==> config.mk <==
export PLATFORM = sky130hd
export DESIGN_NAME = evp_top
export DESIGN_NICKNAME = d
export VERILOG_FILES = /design/src/rtl/evp_pkg.sv /design/src/rtl/evp_fetch_if.sv /design/src/rtl/evp_fetch.sv /design/src/rtl/evp_top.sv
export SDC_FILE = /design/constraint.sdc
export NUM_CORES = 1
export LEC_CHECK = 0
export BUFFER_PORTS_ARGS = -buffer_cell sky130_fd_sc_hd__buf_2
export CAP_MARGIN = 10
export CORE_ASPECT_RATIO = 1.2
export CORE_MARGIN = 2
export CORE_UTILIZATION = 45
export CTS_CLUSTER_DIAMETER = 200
export DETAILED_ROUTE_END_ITERATION = 8
export HOLD_SLACK_MARGIN = 0.1
export MAX_ROUTING_LAYER = met4
export PLACE_DENSITY = 0.79
export SLEW_MARGIN = 5
export SYNTH_ARGS = -nofsm -noshare
export SYNTH_HDL_FRONTEND = slang
export SYNTH_SLANG_ARGS = --single-unit
export TNS_END_PERCENT = 1
==> constraint.sdc <==
create_clock -name mclk -period 1.6 [get_ports mclk]
set_input_delay 0.24 -clock mclk [delete_from_list [all_inputs] [get_ports mclk]]
set_output_delay 0.24 -clock mclk [all_outputs]
set_load 0.01 [all_outputs]
==> src/rtl/evp_pkg.sv <==
// evp_pkg: constants for the exception vector and priority unit
// assumes: byte-addressed 16-bit vector table starting at address zero
package evp_pkg;
    localparam int EVP_NVEC = 21;                     // vector numbers 0..20
    localparam int EVP_VW = 5;                        // vector number width
    localparam logic [4:0] EVP_V_RESET = 5'h00;       // reset vector
    localparam logic [4:0] EVP_V_EXT_REQUEST_LINE_0 = 5'h04;        // request line 0 / low voltage
    localparam logic [4:0] EVP_V_EXT_REQUEST_LINE_1 = 5'h05;        // request line 1
    localparam logic [4:0] EVP_V_EVPIN = 5'h06;       // event counter pin
    localparam logic [4:0] EVP_V_WAKE = 5'h09;        // wakeup pins
    localparam logic [4:0] EVP_V_TMRA = 5'h0B;        // timer a overflow
    localparam logic [4:0] EVP_V_AEC = 5'h0C;         // async event counter
    localparam logic [4:0] EVP_V_TFL = 5'h0E;         // timer f low half
    localparam logic [4:0] EVP_V_TFH = 5'h0F;         // timer f high half
    localparam logic [4:0] EVP_V_SER = 5'h12;         // serial port unit
    localparam logic [4:0] EVP_V_ADC = 5'h13;         // conversion end
    localparam logic [4:0] EVP_V_DT = 5'h14;          // direct transition
    localparam logic [20:0] EVP_USER_MASK = 21'h1CDA70; // user vectors; reserved ones off
    localparam logic [15:0] EVP_RST_PC = 16'h0000;    // program counter at reset
    localparam logic [15:0] EVP_ADDR_ZERO = 16'h0000; // idle bus address
endpackage

==> src/rtl/evp_fetch_if.sv <==
// evp_fetch_if: vector word fetch link between sequencer and fetcher
// assumes: one clock, memory answers with a ready pulse
`timescale 1ns/10ps
`default_nettype none
interface evp_fetch_if;
    logic start;          // pulse: begin fetch
    logic [15:0] addr;    // vector entry address
    logic busy;           // fetch in progress
    logic done;           // pulse: pc valid
    logic [15:0] pc;      // fetched start address
    modport seq (output start, output addr, input busy, input done, input pc);
    modport fet (input start, input addr, output busy, output done, output pc);
endinterface
`default_nettype wire

==> src/rtl/evp_fetch.sv <==
// evp_fetch: reads the two-byte vector entry, high byte first
// assumes: memory gives read data one or more cycles after a request, with mem_ack
`timescale 1ns/10ps
`default_nettype none
module evp_fetch
    import evp_pkg::*;
(
    input wire logic mclk,            // system clock
    input wire logic rst_n,           // async reset, active low
    evp_fetch_if.fet fif,             // link to sequencer
    output logic mem_rd_nxt,          // read strobe to top register
    output logic [15:0] mem_addr_nxt, // byte address to top register
    input wire logic mem_ack,         // read data valid
    input wire logic [7:0] mem_rdata  // read byte
);
    ////////////////////////////////////////////////////////////////
    logic [1:0] phase_r;   // 0 idle, 1 high byte, 2 low byte
    logic [7:0] hi_r;      // high byte hold
    logic [15:0] pc_r;     // fetched start address
    logic done_r;          // done pulse
    logic [15:0] base_r;   // entry address

    assign fif.busy = (phase_r != 2'h0);
    assign fif.done = done_r;
    assign fif.pc = pc_r;
    assign mem_rd_nxt = fif.start || (phase_r == 2'h1 && mem_ack);
    assign mem_addr_nxt = fif.start ? fif.addr : (base_r + 16'h0001);

    ////////////////////////////////////////////////////////////////
    // two sequential byte reads, then the start address pulse
    always_ff @(posedge mclk or negedge rst_n)
    begin
        if (!rst_n)
        begin
            phase_r <= 2'h0;
            hi_r <= 8'h00;
            pc_r <= EVP_RST_PC;
            done_r <= 1'b0;
            base_r <= EVP_ADDR_ZERO;
        end
        else
        begin
            done_r <= 1'b0;
            if (fif.start)
            begin
                phase_r <= 2'h1;
                base_r <= fif.addr;
            end
            else if (phase_r == 2'h1 && mem_ack)
            begin
                hi_r <= mem_rdata;
                phase_r <= 2'h2;
            end
            else if (phase_r == 2'h2 && mem_ack)
            begin
                pc_r <= {hi_r, mem_rdata};
                done_r <= 1'b1;
                phase_r <= 2'h0;
            end
        end
    end
endmodule
`default_nettype wire

==> src/rtl/evp_top.sv <==
// evp_top: exception entry logic, picks a vector and fetches its start address
// assumes: request lines are level flags synchronous to mclk, held by their source
`timescale 1ns/10ps
`default_nettype none
module evp_top
    import evp_pkg::*;
(
    input wire logic mclk,                   // system clock, 100 MHz
    input wire logic rst_n,                  // system reset, active low
    input wire logic external_reset_pin_n,   // reset pin, active low, asynchronous
    input wire logic wdt_overflow,           // watchdog overflow pulse
    input wire logic mask_i,                 // condition_code_register mask bit
    input wire logic insn_end,               // current instruction ends this cycle
    input wire logic ext_request_line_0,     // request line 0 flag
    input wire logic low_voltage_detector,   // low voltage detect flag
    input wire logic ext_request_line_1,     // request line 1 flag
    input wire logic event_counter_pin_request, // event counter pin flag
    input wire logic [7:0] wakeup_pins,      // wakeup_pin_first..wakeup_pin_last flags
    input wire logic timer_a_ovf,            // timer a overflow flag
    input wire logic aec_ovf,                // async event counter overflow flag
    input wire logic [1:0] timer_f_low_half, // compare match, overflow
    input wire logic [1:0] timer_f_high_half,// compare match, overflow
    input wire logic [3:0] serial_port_unit, // tx end, tx empty, tx full, rx error
    input wire logic adc_end,                // conversion end flag
    input wire logic direct_trans,           // direct transition flag
    input wire logic mem_ack,                // vector memory data valid
    input wire logic [7:0] mem_rdata,        // vector memory byte
    output logic mem_rd,                     // vector memory read strobe
    output logic [15:0] mem_addr,            // vector memory byte address
    output logic chip_reset,                 // internal chip reset, active high
    output logic exc_active,                 // exception handling under way
    output logic [4:0] exc_vector,           // vector being served
    output logic pc_load,                    // pulse: load pc
    output logic [15:0] pc_value             // start address for pc
);
    ////////////////////////////////////////////////////////////////
    // state machine
    typedef enum logic [1:0]
    {
        EVP_IDLE = 2'b00,   // running code
        EVP_RST = 2'b01,    // reset held
        EVP_FETCH = 2'b10,  // fetching vector entry
        EVP_WAIT = 2'b11    // fetch launched, waiting done
    } evp_state_e;

    evp_state_e state_r;     // current state
    evp_state_e state_nxt;   // next state
    logic pin_s1_r;          // reset pin sync stage 1
    logic pin_s2_r;          // reset pin sync stage 2
    logic wdt_r;             // watchdog overflow registered, one cycle later
    logic mem_rd_r;          // registered read strobe
    logic [15:0] mem_addr_r; // registered address
    logic chip_reset_r;      // chip reset output
    logic [4:0] vec_r;       // vector being served
    logic pc_load_r;         // pc load pulse
    logic [15:0] pc_r;       // pc value
    logic start_r;           // fetch start pulse
    logic exc_active_r;      // exception handling flag, mirrors fetch states
    logic mem_rd_nxt;        // from fetcher
    logic [15:0] mem_addr_nxt; // from fetcher

    evp_fetch_if fif();      // link to fetcher

    ////////////////////////////////////////////////////////////////
    // pending vector set, one bit per vector number
    function automatic logic [4:0] evp_pick(input logic [20:0] pend);
        logic [4:0] v;
        v = EVP_V_DT;
        for (int i = EVP_NVEC - 1; i >= 0; i--)
        begin
            if (pend[i])
            begin
                v = 5'(i);
            end
        end
        return v;
    endfunction

    // vector number to entry byte address
    function automatic logic [15:0] evp_addr(input logic [4:0] v);
        return {10'h000, v, 1'b0};
    endfunction

    wire [20:0] raw_pend;  // requests by vector number
    assign raw_pend[0] = 1'b0;
    assign raw_pend[3:1] = 3'h0;
    assign raw_pend[4] = ext_request_line_0 | low_voltage_detector;
    assign raw_pend[5] = ext_request_line_1;
    assign raw_pend[6] = event_counter_pin_request;
    assign raw_pend[8:7] = 2'h0;
    assign raw_pend[9] = |wakeup_pins;
    assign raw_pend[10] = 1'b0;
    assign raw_pend[11] = timer_a_ovf;
    assign raw_pend[12] = aec_ovf;
    assign raw_pend[13] = 1'b0;
    assign raw_pend[14] = |timer_f_low_half;
    assign raw_pend[15] = |timer_f_high_half;
    assign raw_pend[17:16] = 2'h0;
    assign raw_pend[18] = |serial_port_unit;
    assign raw_pend[19] = adc_end;
    assign raw_pend[20] = direct_trans;

    wire [20:0] pend = raw_pend & EVP_USER_MASK;
    wire any_req = (|pend) && !mask_i;
    wire [4:0] pick_vec = evp_pick(pend);
    // fetcher must be idle too, so a late done cannot overlap a new entry
    wire accept = any_req && insn_end && (state_r == EVP_IDLE) && !fif.busy;
    wire rst_req = !pin_s2_r || wdt_r;

    assign fif.start = start_r;
    assign fif.addr = evp_addr(vec_r);

    ////////////////////////////////////////////////////////////////
    // reset pin synchroniser
    always_ff @(posedge mclk or negedge rst_n)
    begin
        if (!rst_n)
        begin
            pin_s1_r <= 1'b0;
            pin_s2_r <= 1'b0;
        end
        else
        begin
            pin_s1_r <= external_reset_pin_n;
            pin_s2_r <= pin_s1_r;
        end
    end

    ////////////////////////////////////////////////////////////////
    // next state; reset beats everything
    always_comb
    begin
        state_nxt = state_r;
        case (state_r)
            EVP_RST: if (!rst_req) state_nxt = EVP_FETCH;
            EVP_IDLE: if (accept) state_nxt = EVP_FETCH;
            EVP_FETCH: state_nxt = EVP_WAIT;
            EVP_WAIT: if (fif.done) state_nxt = EVP_IDLE;
            default: state_nxt = EVP_RST;
        endcase
        if (rst_req)
        begin
            state_nxt = EVP_RST;
        end
    end

    ////////////////////////////////////////////////////////////////
    // sequencer registers; source flags are only read, never cleared
    always_ff @(posedge mclk or negedge rst_n)
    begin
        if (!rst_n)
        begin
            state_r <= EVP_RST;
            wdt_r <= 1'b0;
            vec_r <= EVP_V_RESET;
            start_r <= 1'b0;
            chip_reset_r <= 1'b1;
            pc_load_r <= 1'b0;
            pc_r <= EVP_RST_PC;
            exc_active_r <= 1'b0;
        end
        else
        begin
            state_r <= state_nxt;
            wdt_r <= wdt_overflow;
            chip_reset_r <= (state_nxt == EVP_RST);
            start_r <= (state_nxt == EVP_FETCH);
            // registered copy of the fetch states keeps the output glitch free
            exc_active_r <= (state_nxt == EVP_FETCH) || (state_nxt == EVP_WAIT);
            pc_load_r <= (state_r == EVP_WAIT) && fif.done && !rst_req;
            if (fif.done)
            begin
                pc_r <= fif.pc;
            end
            if (state_r == EVP_RST)
            begin
                vec_r <= EVP_V_RESET;
            end
            else if (accept)
            begin
                vec_r <= pick_vec;
            end
        end
    end

    ////////////////////////////////////////////////////////////////
    // memory strobe and address registers
    always_ff @(posedge mclk or negedge rst_n)
    begin
        if (!rst_n)
        begin
            mem_rd_r <= 1'b0;
            mem_addr_r <= EVP_ADDR_ZERO;
        end
        else
        begin
            mem_rd_r <= mem_rd_nxt;
            mem_addr_r <= mem_addr_nxt;
        end
    end

    evp_fetch u_fetch
    (
        .mclk(mclk),
        .rst_n(rst_n),
        .fif(fif),
        .mem_rd_nxt(mem_rd_nxt),
        .mem_addr_nxt(mem_addr_nxt),
        .mem_ack(mem_ack),
        .mem_rdata(mem_rdata)
    );

    assign mem_rd = mem_rd_r;
    assign mem_addr = mem_addr_r;
    assign chip_reset = chip_reset_r;
    assign exc_active = exc_active_r;
    assign exc_vector = vec_r;
    assign pc_load = pc_load_r;
    assign pc_value = pc_r;
endmodule
`default_nettype wire

== Yosys cells after proc, flatten, opt, wreduce, memory -nomap -nowiden ==
Cells that the tools add are included.

* Bits in registers: 79
* Input port bits: 39

* Bitwise logic cells: 3
* Muxes and demuxes: 23
* Reductions and logical operators: 26
* Add/sub/neg operators: 1
* Equality and inequality tests: 8

{| class="wikitable"
|+ Operators with widths
! kind !! number
|-
| $mux 5 || 10
|-
| $reduce_or 23->1 || 1
|-
| $mux 16 || 1
|-
| $mux 2 || 6
|-
| $eq 2x2->1 const B || 5
|-
| $logic_and 1x1->1 || 8
|-
| $pmux 2 s4 || 1
|-
| $reduce_or 8->1 || 1
|-
| $add 6x1->7 const B || 1
|-
| $eq 2x1->1 const B || 3
|-
| $mux 3 || 2
|-
| $logic_not 1->1 || 4
|-
| $reduce_bool 2->1 || 2
|-
| $reduce_or 2->1 || 2
|-
| $reduce_or 4->1 || 1
|-
| $logic_or 1x1->1 || 3
|-
| $mux 1 || 3
|-
| $reduce_and 3->1 || 1
|-
| $reduce_bool 3->1 || 1
|-
| $logic_not 2->1 || 1
|-
| $not 1->1 || 2
|-
| $reduce_and 2->1 || 1
|-
| $or 1x1->1 || 1
|}

== Longest topological paths before layout ==
* Word-level depth: 12
* Mapped depth: 6
* Depth with buffers taken out: 4

== Modules after synthesis ==
A second synthesis with hierarchy kept.

* Cell total of the unflattened synthesis: 295
* Area, all modules: 3736.1 µm²

{| class="wikitable"
|+ Modules (own cells, without submodules)
! module !! times used !! area an instance (µm²) !! cells an instance !! seq. area each (µm²)
|-
| evp_fetch || 1 || 1984.4 || 178 || 1076.0
|-
| evp_top || 1 || 1751.7 || 117 || 1178.6
|}

== Worst setup path after synthesis ==
OpenSTA, ideal clock, no wires.

* Path kind: input to register
* Start: input port serial_port_unit[1]
* End: register vec_r[0] (netlist: exc_vector[0])
* Stages on the path: 4
* Data required time: 1.470 ns
* Data arrival time: 1.522 ns
* Setup time: 0.130 ns
* Path slack: -0.051 ns
* Path through: or4_4 -> or4_4 -> o21ai_4 -> o32ai_1

* Cells in the longest elaborated chain, start to end: 12
* Elaborated cells on any way between the ends: 18
* Classes of those cells: mux: 11; reduce/logical: 7

{| class="wikitable"
|+ Ends and longest elaborated chain
! element !! line !! source
|-
| from (decl) || evp_top.sv:23 || <nowiki>input wire logic [3:0] serial_port_unit,</nowiki>
|-
| $reduce_or 4->1 || evp_top.sv:99 || <nowiki>assign raw_pend[18] = |serial_port_unit;</nowiki>
|-
| $mux 3 || evp_top.sv:71 || <nowiki>if (pend[i])</nowiki>
|-
| $mux 5 (8 in a row) || evp_top.sv:71 ||
|-
| $mux 5 || evp_top.sv:179 || <nowiki>else if (accept)</nowiki>
|-
| $mux 5 || evp_top.sv:175 || <nowiki>if (state_r == EVP_RST)</nowiki>
|-
| to (signal assigned) || evp_top.sv:181 || <nowiki>vec_r <= pick_vec;</nowiki>
|-
| to (decl) || evp_top.sv:54 || <nowiki>logic [4:0] vec_r;</nowiki>
|}

Parallel ways exist; a longest one is shown, timed or not. The select of a mux whose other input is x is not followed.
A chain may end at the register's enable or synchronous reset.

== Worst setup path in the final report ==
* Start: register u_fetch.phase_r[1]
* End: register vec_r[0] (netlist: exc_vector[0])

* Cells in the longest elaborated chain, start to end: 4

{| class="wikitable"
|+ Ends and longest elaborated chain
! element !! line !! source
|-
| from (decl) || evp_fetch.sv:17 || <nowiki>logic [1:0] phase_r;</nowiki>
|-
| from (signal assigned) || evp_fetch.sv:35 || <nowiki>phase_r <= 2'h0;</nowiki>
|-
| from (signal assigned) || evp_fetch.sv:46 || <nowiki>phase_r <= 2'h1;</nowiki>
|-
| from (signal assigned) || evp_fetch.sv:52 || <nowiki>phase_r <= 2'h2;</nowiki>
|-
| $reduce_bool 2->1 || evp_fetch.sv:23 || <nowiki>assign fif.busy = (phase_r != 2'h0);</nowiki>
|-
| $logic_not 1->1 || evp_top.sv:107 || <nowiki>wire accept = any_req && insn_end && (state_r == EVP_IDLE) && !fif.busy;</nowiki>
|-
| $logic_and 1x1->1 || evp_top.sv:107 ||
|-
| $reduce_bool 2->1 (no line) || -- ||
|}

No other way between the ends.

==> impl_metrics.yaml <==
worst_setup_path:
  cp.required_ns: 1.85
  worstSetupPathType: "reg2reg"
  crit_end: "exc_vector[0]"
  critical_path_cell_count: 5
  critPathBufInv: 1
  worstPathArrival_ns: 1.74
  cp_cell_sequence: "nor4b_2, buf_4, and4bb_2, o21ai_4, o32ai_1"
  crit_fanout: 4
  crit_path_start: "u_fetch.phase_r[1]"
  slowest_stage: "dfrtp_1"
  worstReg2RegEnd: "exc_vector[0]"
  endpoint_kind: "flip-flop"
  r2r_slack_ns: 0.10
  critPathTopFamily: "simple AND/OR/NAND/NOR gates"
  r2r_start: "u_fetch.phase_r[1]"
  r2r_cells: 5
  start_kind: "flip-flop"
  cpPeakStageDelay_ns: 0.39
clock_tree:
  cts_root_buffer: "clkbuf_8"
  cts.sinks: 69
  clk_pin_slew_worst_paths_ns: 0.07
  cts_setup_buffers: 0
  h-tree-depth: 3
  insertion_delay_ns: 0.34
  cts_buffers: 9
  cts_buffer_depth: 2
  cts_tree: "yes"
route:
  num_vias: 1836
  drc_errors: 0
  ant_nets: 0
  first_pass_iters: 4
  drtIter0Drc: 59
  wl_per_cell_um: 14.3
  routed_wirelength_mm: 5.32
  routed_via_density: 4.95
sta:
  setup_ws_ns: 0.104
  finalSetupViolations: 0
  fin_crit_ns: 1.50
  fmax_ghz: 0.668
  hold_viol: 0
  final_max_slew_viol_count: 0
  fin_skew_ns: 0.00944
  fin_crit_sh: 0.935
  fin_hold_ws_ns: 0.141
  rsz0062_at_grt: "no"
  fin_setup_tns_ns: 0
power:
  p_total_mw: 5.25
  ir_worst_vdd_uv: 1080
  powerDensity_mw_per_mm2: 1490
  leakage_nw: 1.69
yosys:
  synth_cell_types: 36
  synth_area_leaders: "dfrtp_1 (60%), mux2_2 (18%), buf_4 (2.7%)"
  ys_seq_elements: 69
  synth_largest_area_cell: "dfrtp_1"
  synth_top_area_frac: 0.604
  syn_avg_cell_area_um2: 14.3
  synth_area_mm2: 0.00278
  ys_warn_count: 0
  syn_inst: 194
  ys_seq_area_frac: 0.623
placement:
  place_area_mm2: 0.00329
  portBuffers: 69
  place_hpwl_mm: 3.80
  gp_congestion: 0.931
  preCtsSetupSlack_ns: -0.221
global_route:
  grt_max_degree: 70
  grt_pass1_vias: 1902
  grt_pass1_wl_mm: 8.49
  grt-ovfl-total: 0
  antenna_found_initial: 0
  grt_usage: 0.172
floorplan:
  num_io_pins: 80
  die_width_um: 75.7
  die_area_mm2: 0.00682
  num_rows: 31
  die_y_um: 90.0
  initial_utilization: 0.462
  fp.coreArea_mm2: 0.00601
worst_hold_path:
  hp-class: "in2reg"
layout:
  layout-drive-gt1-share: 0.547
  fin_nets: 323
  syn_to_final_growth_pct: 26.8
  insertedDiodeCount: 0
  postLayoutCellArea_mm2: 0.00352
status:
  status: "completed"
job:
  timing.max_cap.violations: 0
worst register-to-register path: stages (launching register included):
cell and delay (ns):
dfrtp_1 0.39, nor4b_2 0.25, buf_4 0.16, and4bb_2 0.26, o21ai_4 0.07, o32ai_1 0.27
metal layers:
layer | track usage | vias to the layer above | routed length, um
li1 | - | 858 | -
met1 | 0.201 | 896 | 2190
met4 | 0.0789 | 0 | 159
met5 | - | - | 0
met2 | 0.272 | 69 | 2660
met3 | 0.0448 | 13 | 306
where the power goes:
| group | internal [mW] | switching, mW | total (mW) |
|---|---|---|---|
| registers | 2.31 | 0.271 | 2.58 |
| clock network | 0.723 | 0.661 | 1.38 |
| logic | 0.738 | 0.551 | 1.29 |
| total | 3.77 | 1.48 | 5.25 |
cell type report:
type                            instances  area (um^2)
Clock inverter                          7         73.8
Tap cell                               82          103
Multi-Input combinational cell        113          966
Fill cell                             474         2490
Sequential cell                        69         1730
Clock buffer                            9          124
Inverter                                5         18.8
Timing Repair Buffer                   86          505
state kept, by name, summed over array words and instances (netlist names):
register,count
u_fetch.hi_r,8
u_fetch.fif.pc,16
chip_reset,1
exc_active,1
pc_load,1
state_r,2
exc_vector,5
fif.start,1
pc_value,16
u_fetch.base_r,5
mem_addr,6
pin_s2_r,1
u_fetch.fif.done,1
pin_s1_r,1
mem_rd,1
u_fetch.phase_r,2
wdt_r,1
synth_stat cells:
library cell / n
o2bb2ai_1: 3
a31oi_1: 1
nand4_1: 1
nor4_1: 5
nor4b_1: 1
nor3_1: 4
nand4bb_4: 1
o21ai_0: 2
clkbuf_1: 1
or4_4: 2
nand2_1: 5
nand2b_1: 3
a21oi_1: 5
o211ai_1: 1
and3_1: 1
a211oi_1: 2
buf_1: 1
buf_2: 4
nor2b_1: 1
and4bb_2: 2
a31o_2: 1
or4_1: 3
inv_1: 5
dfstp_2: 2
mux2_2: 45
nor4_2: 1
conb_1: 1
and2b_2: 1
buf_4: 10
dfrtp_1: 67
nand3b_1: 1
o41a_2: 1
o21ai_4: 1
o32ai_1: 1
nor3_2: 1
nor2_1: 7
through the flow:
| step | cells | utilization |
|---|---|---|
| after floorplan | 203 | - |
| final | 371 | 0.585 |
| after global placement | 352 | 0.547 |
| after detailed placement | 352 | 0.547 |
| after CTS | 371 | 0.584 |
| after global routing | 371 | 0.585 |
cells by family after synthesis:
group           Yosys count  synth area share
flops                    69             0.623
mux                      45             0.183
simple gates             40             0.101
buf+inv                  21            0.0437
compound gates           18            0.0491
other cells               1           0.00135
worst min path at each step:
stage,from,to,slack [ns],cells past startpoint
CTS,mem_rdata[5],u_fetch.fif.pc[5],0.13,2
global route,mem_rdata[2],u_fetch.fif.pc[2],0.14,2
global placement,rst_n,u_fetch.fif.pc[6],0.28,2
finish,mem_rdata[5],u_fetch.fif.pc[5],0.14,2
floorplan,rst_n,exc_active,-0.06,0
detailed placement,rst_n,pc_value[6],0.29,2
what timing repair did:
action                                 4_1_cts  5_1_grt
hold buffers                                 3        0
setup endpoints to repair                    0        3
endpoints found under the hold margin       69        0
resized for setup                            0        1
cells in the final DEF, fill, tap and decap left out, types with 2 or more instances in the layout:
master,instances
buf_2,69
dfrtp_1,67
mux2_2,45
buf_4,12
conb_1,10
clkbuf_8,9
nor2_1,7
nand2_1,5
inv_1,5
a21oi_1,5
nor4_1,5
nor3_1,4
nand2b_1,3
or4_1,3
o2bb2ai_1,3
dlygate4sd3_1,3
and4bb_2,2
or4_4,2
o21ai_0,2
a211oi_1,2
dfstp_2,2
clkinv_2,2
clkinv_4,2
buf_12,2
(Power assumes the default switching activity.)
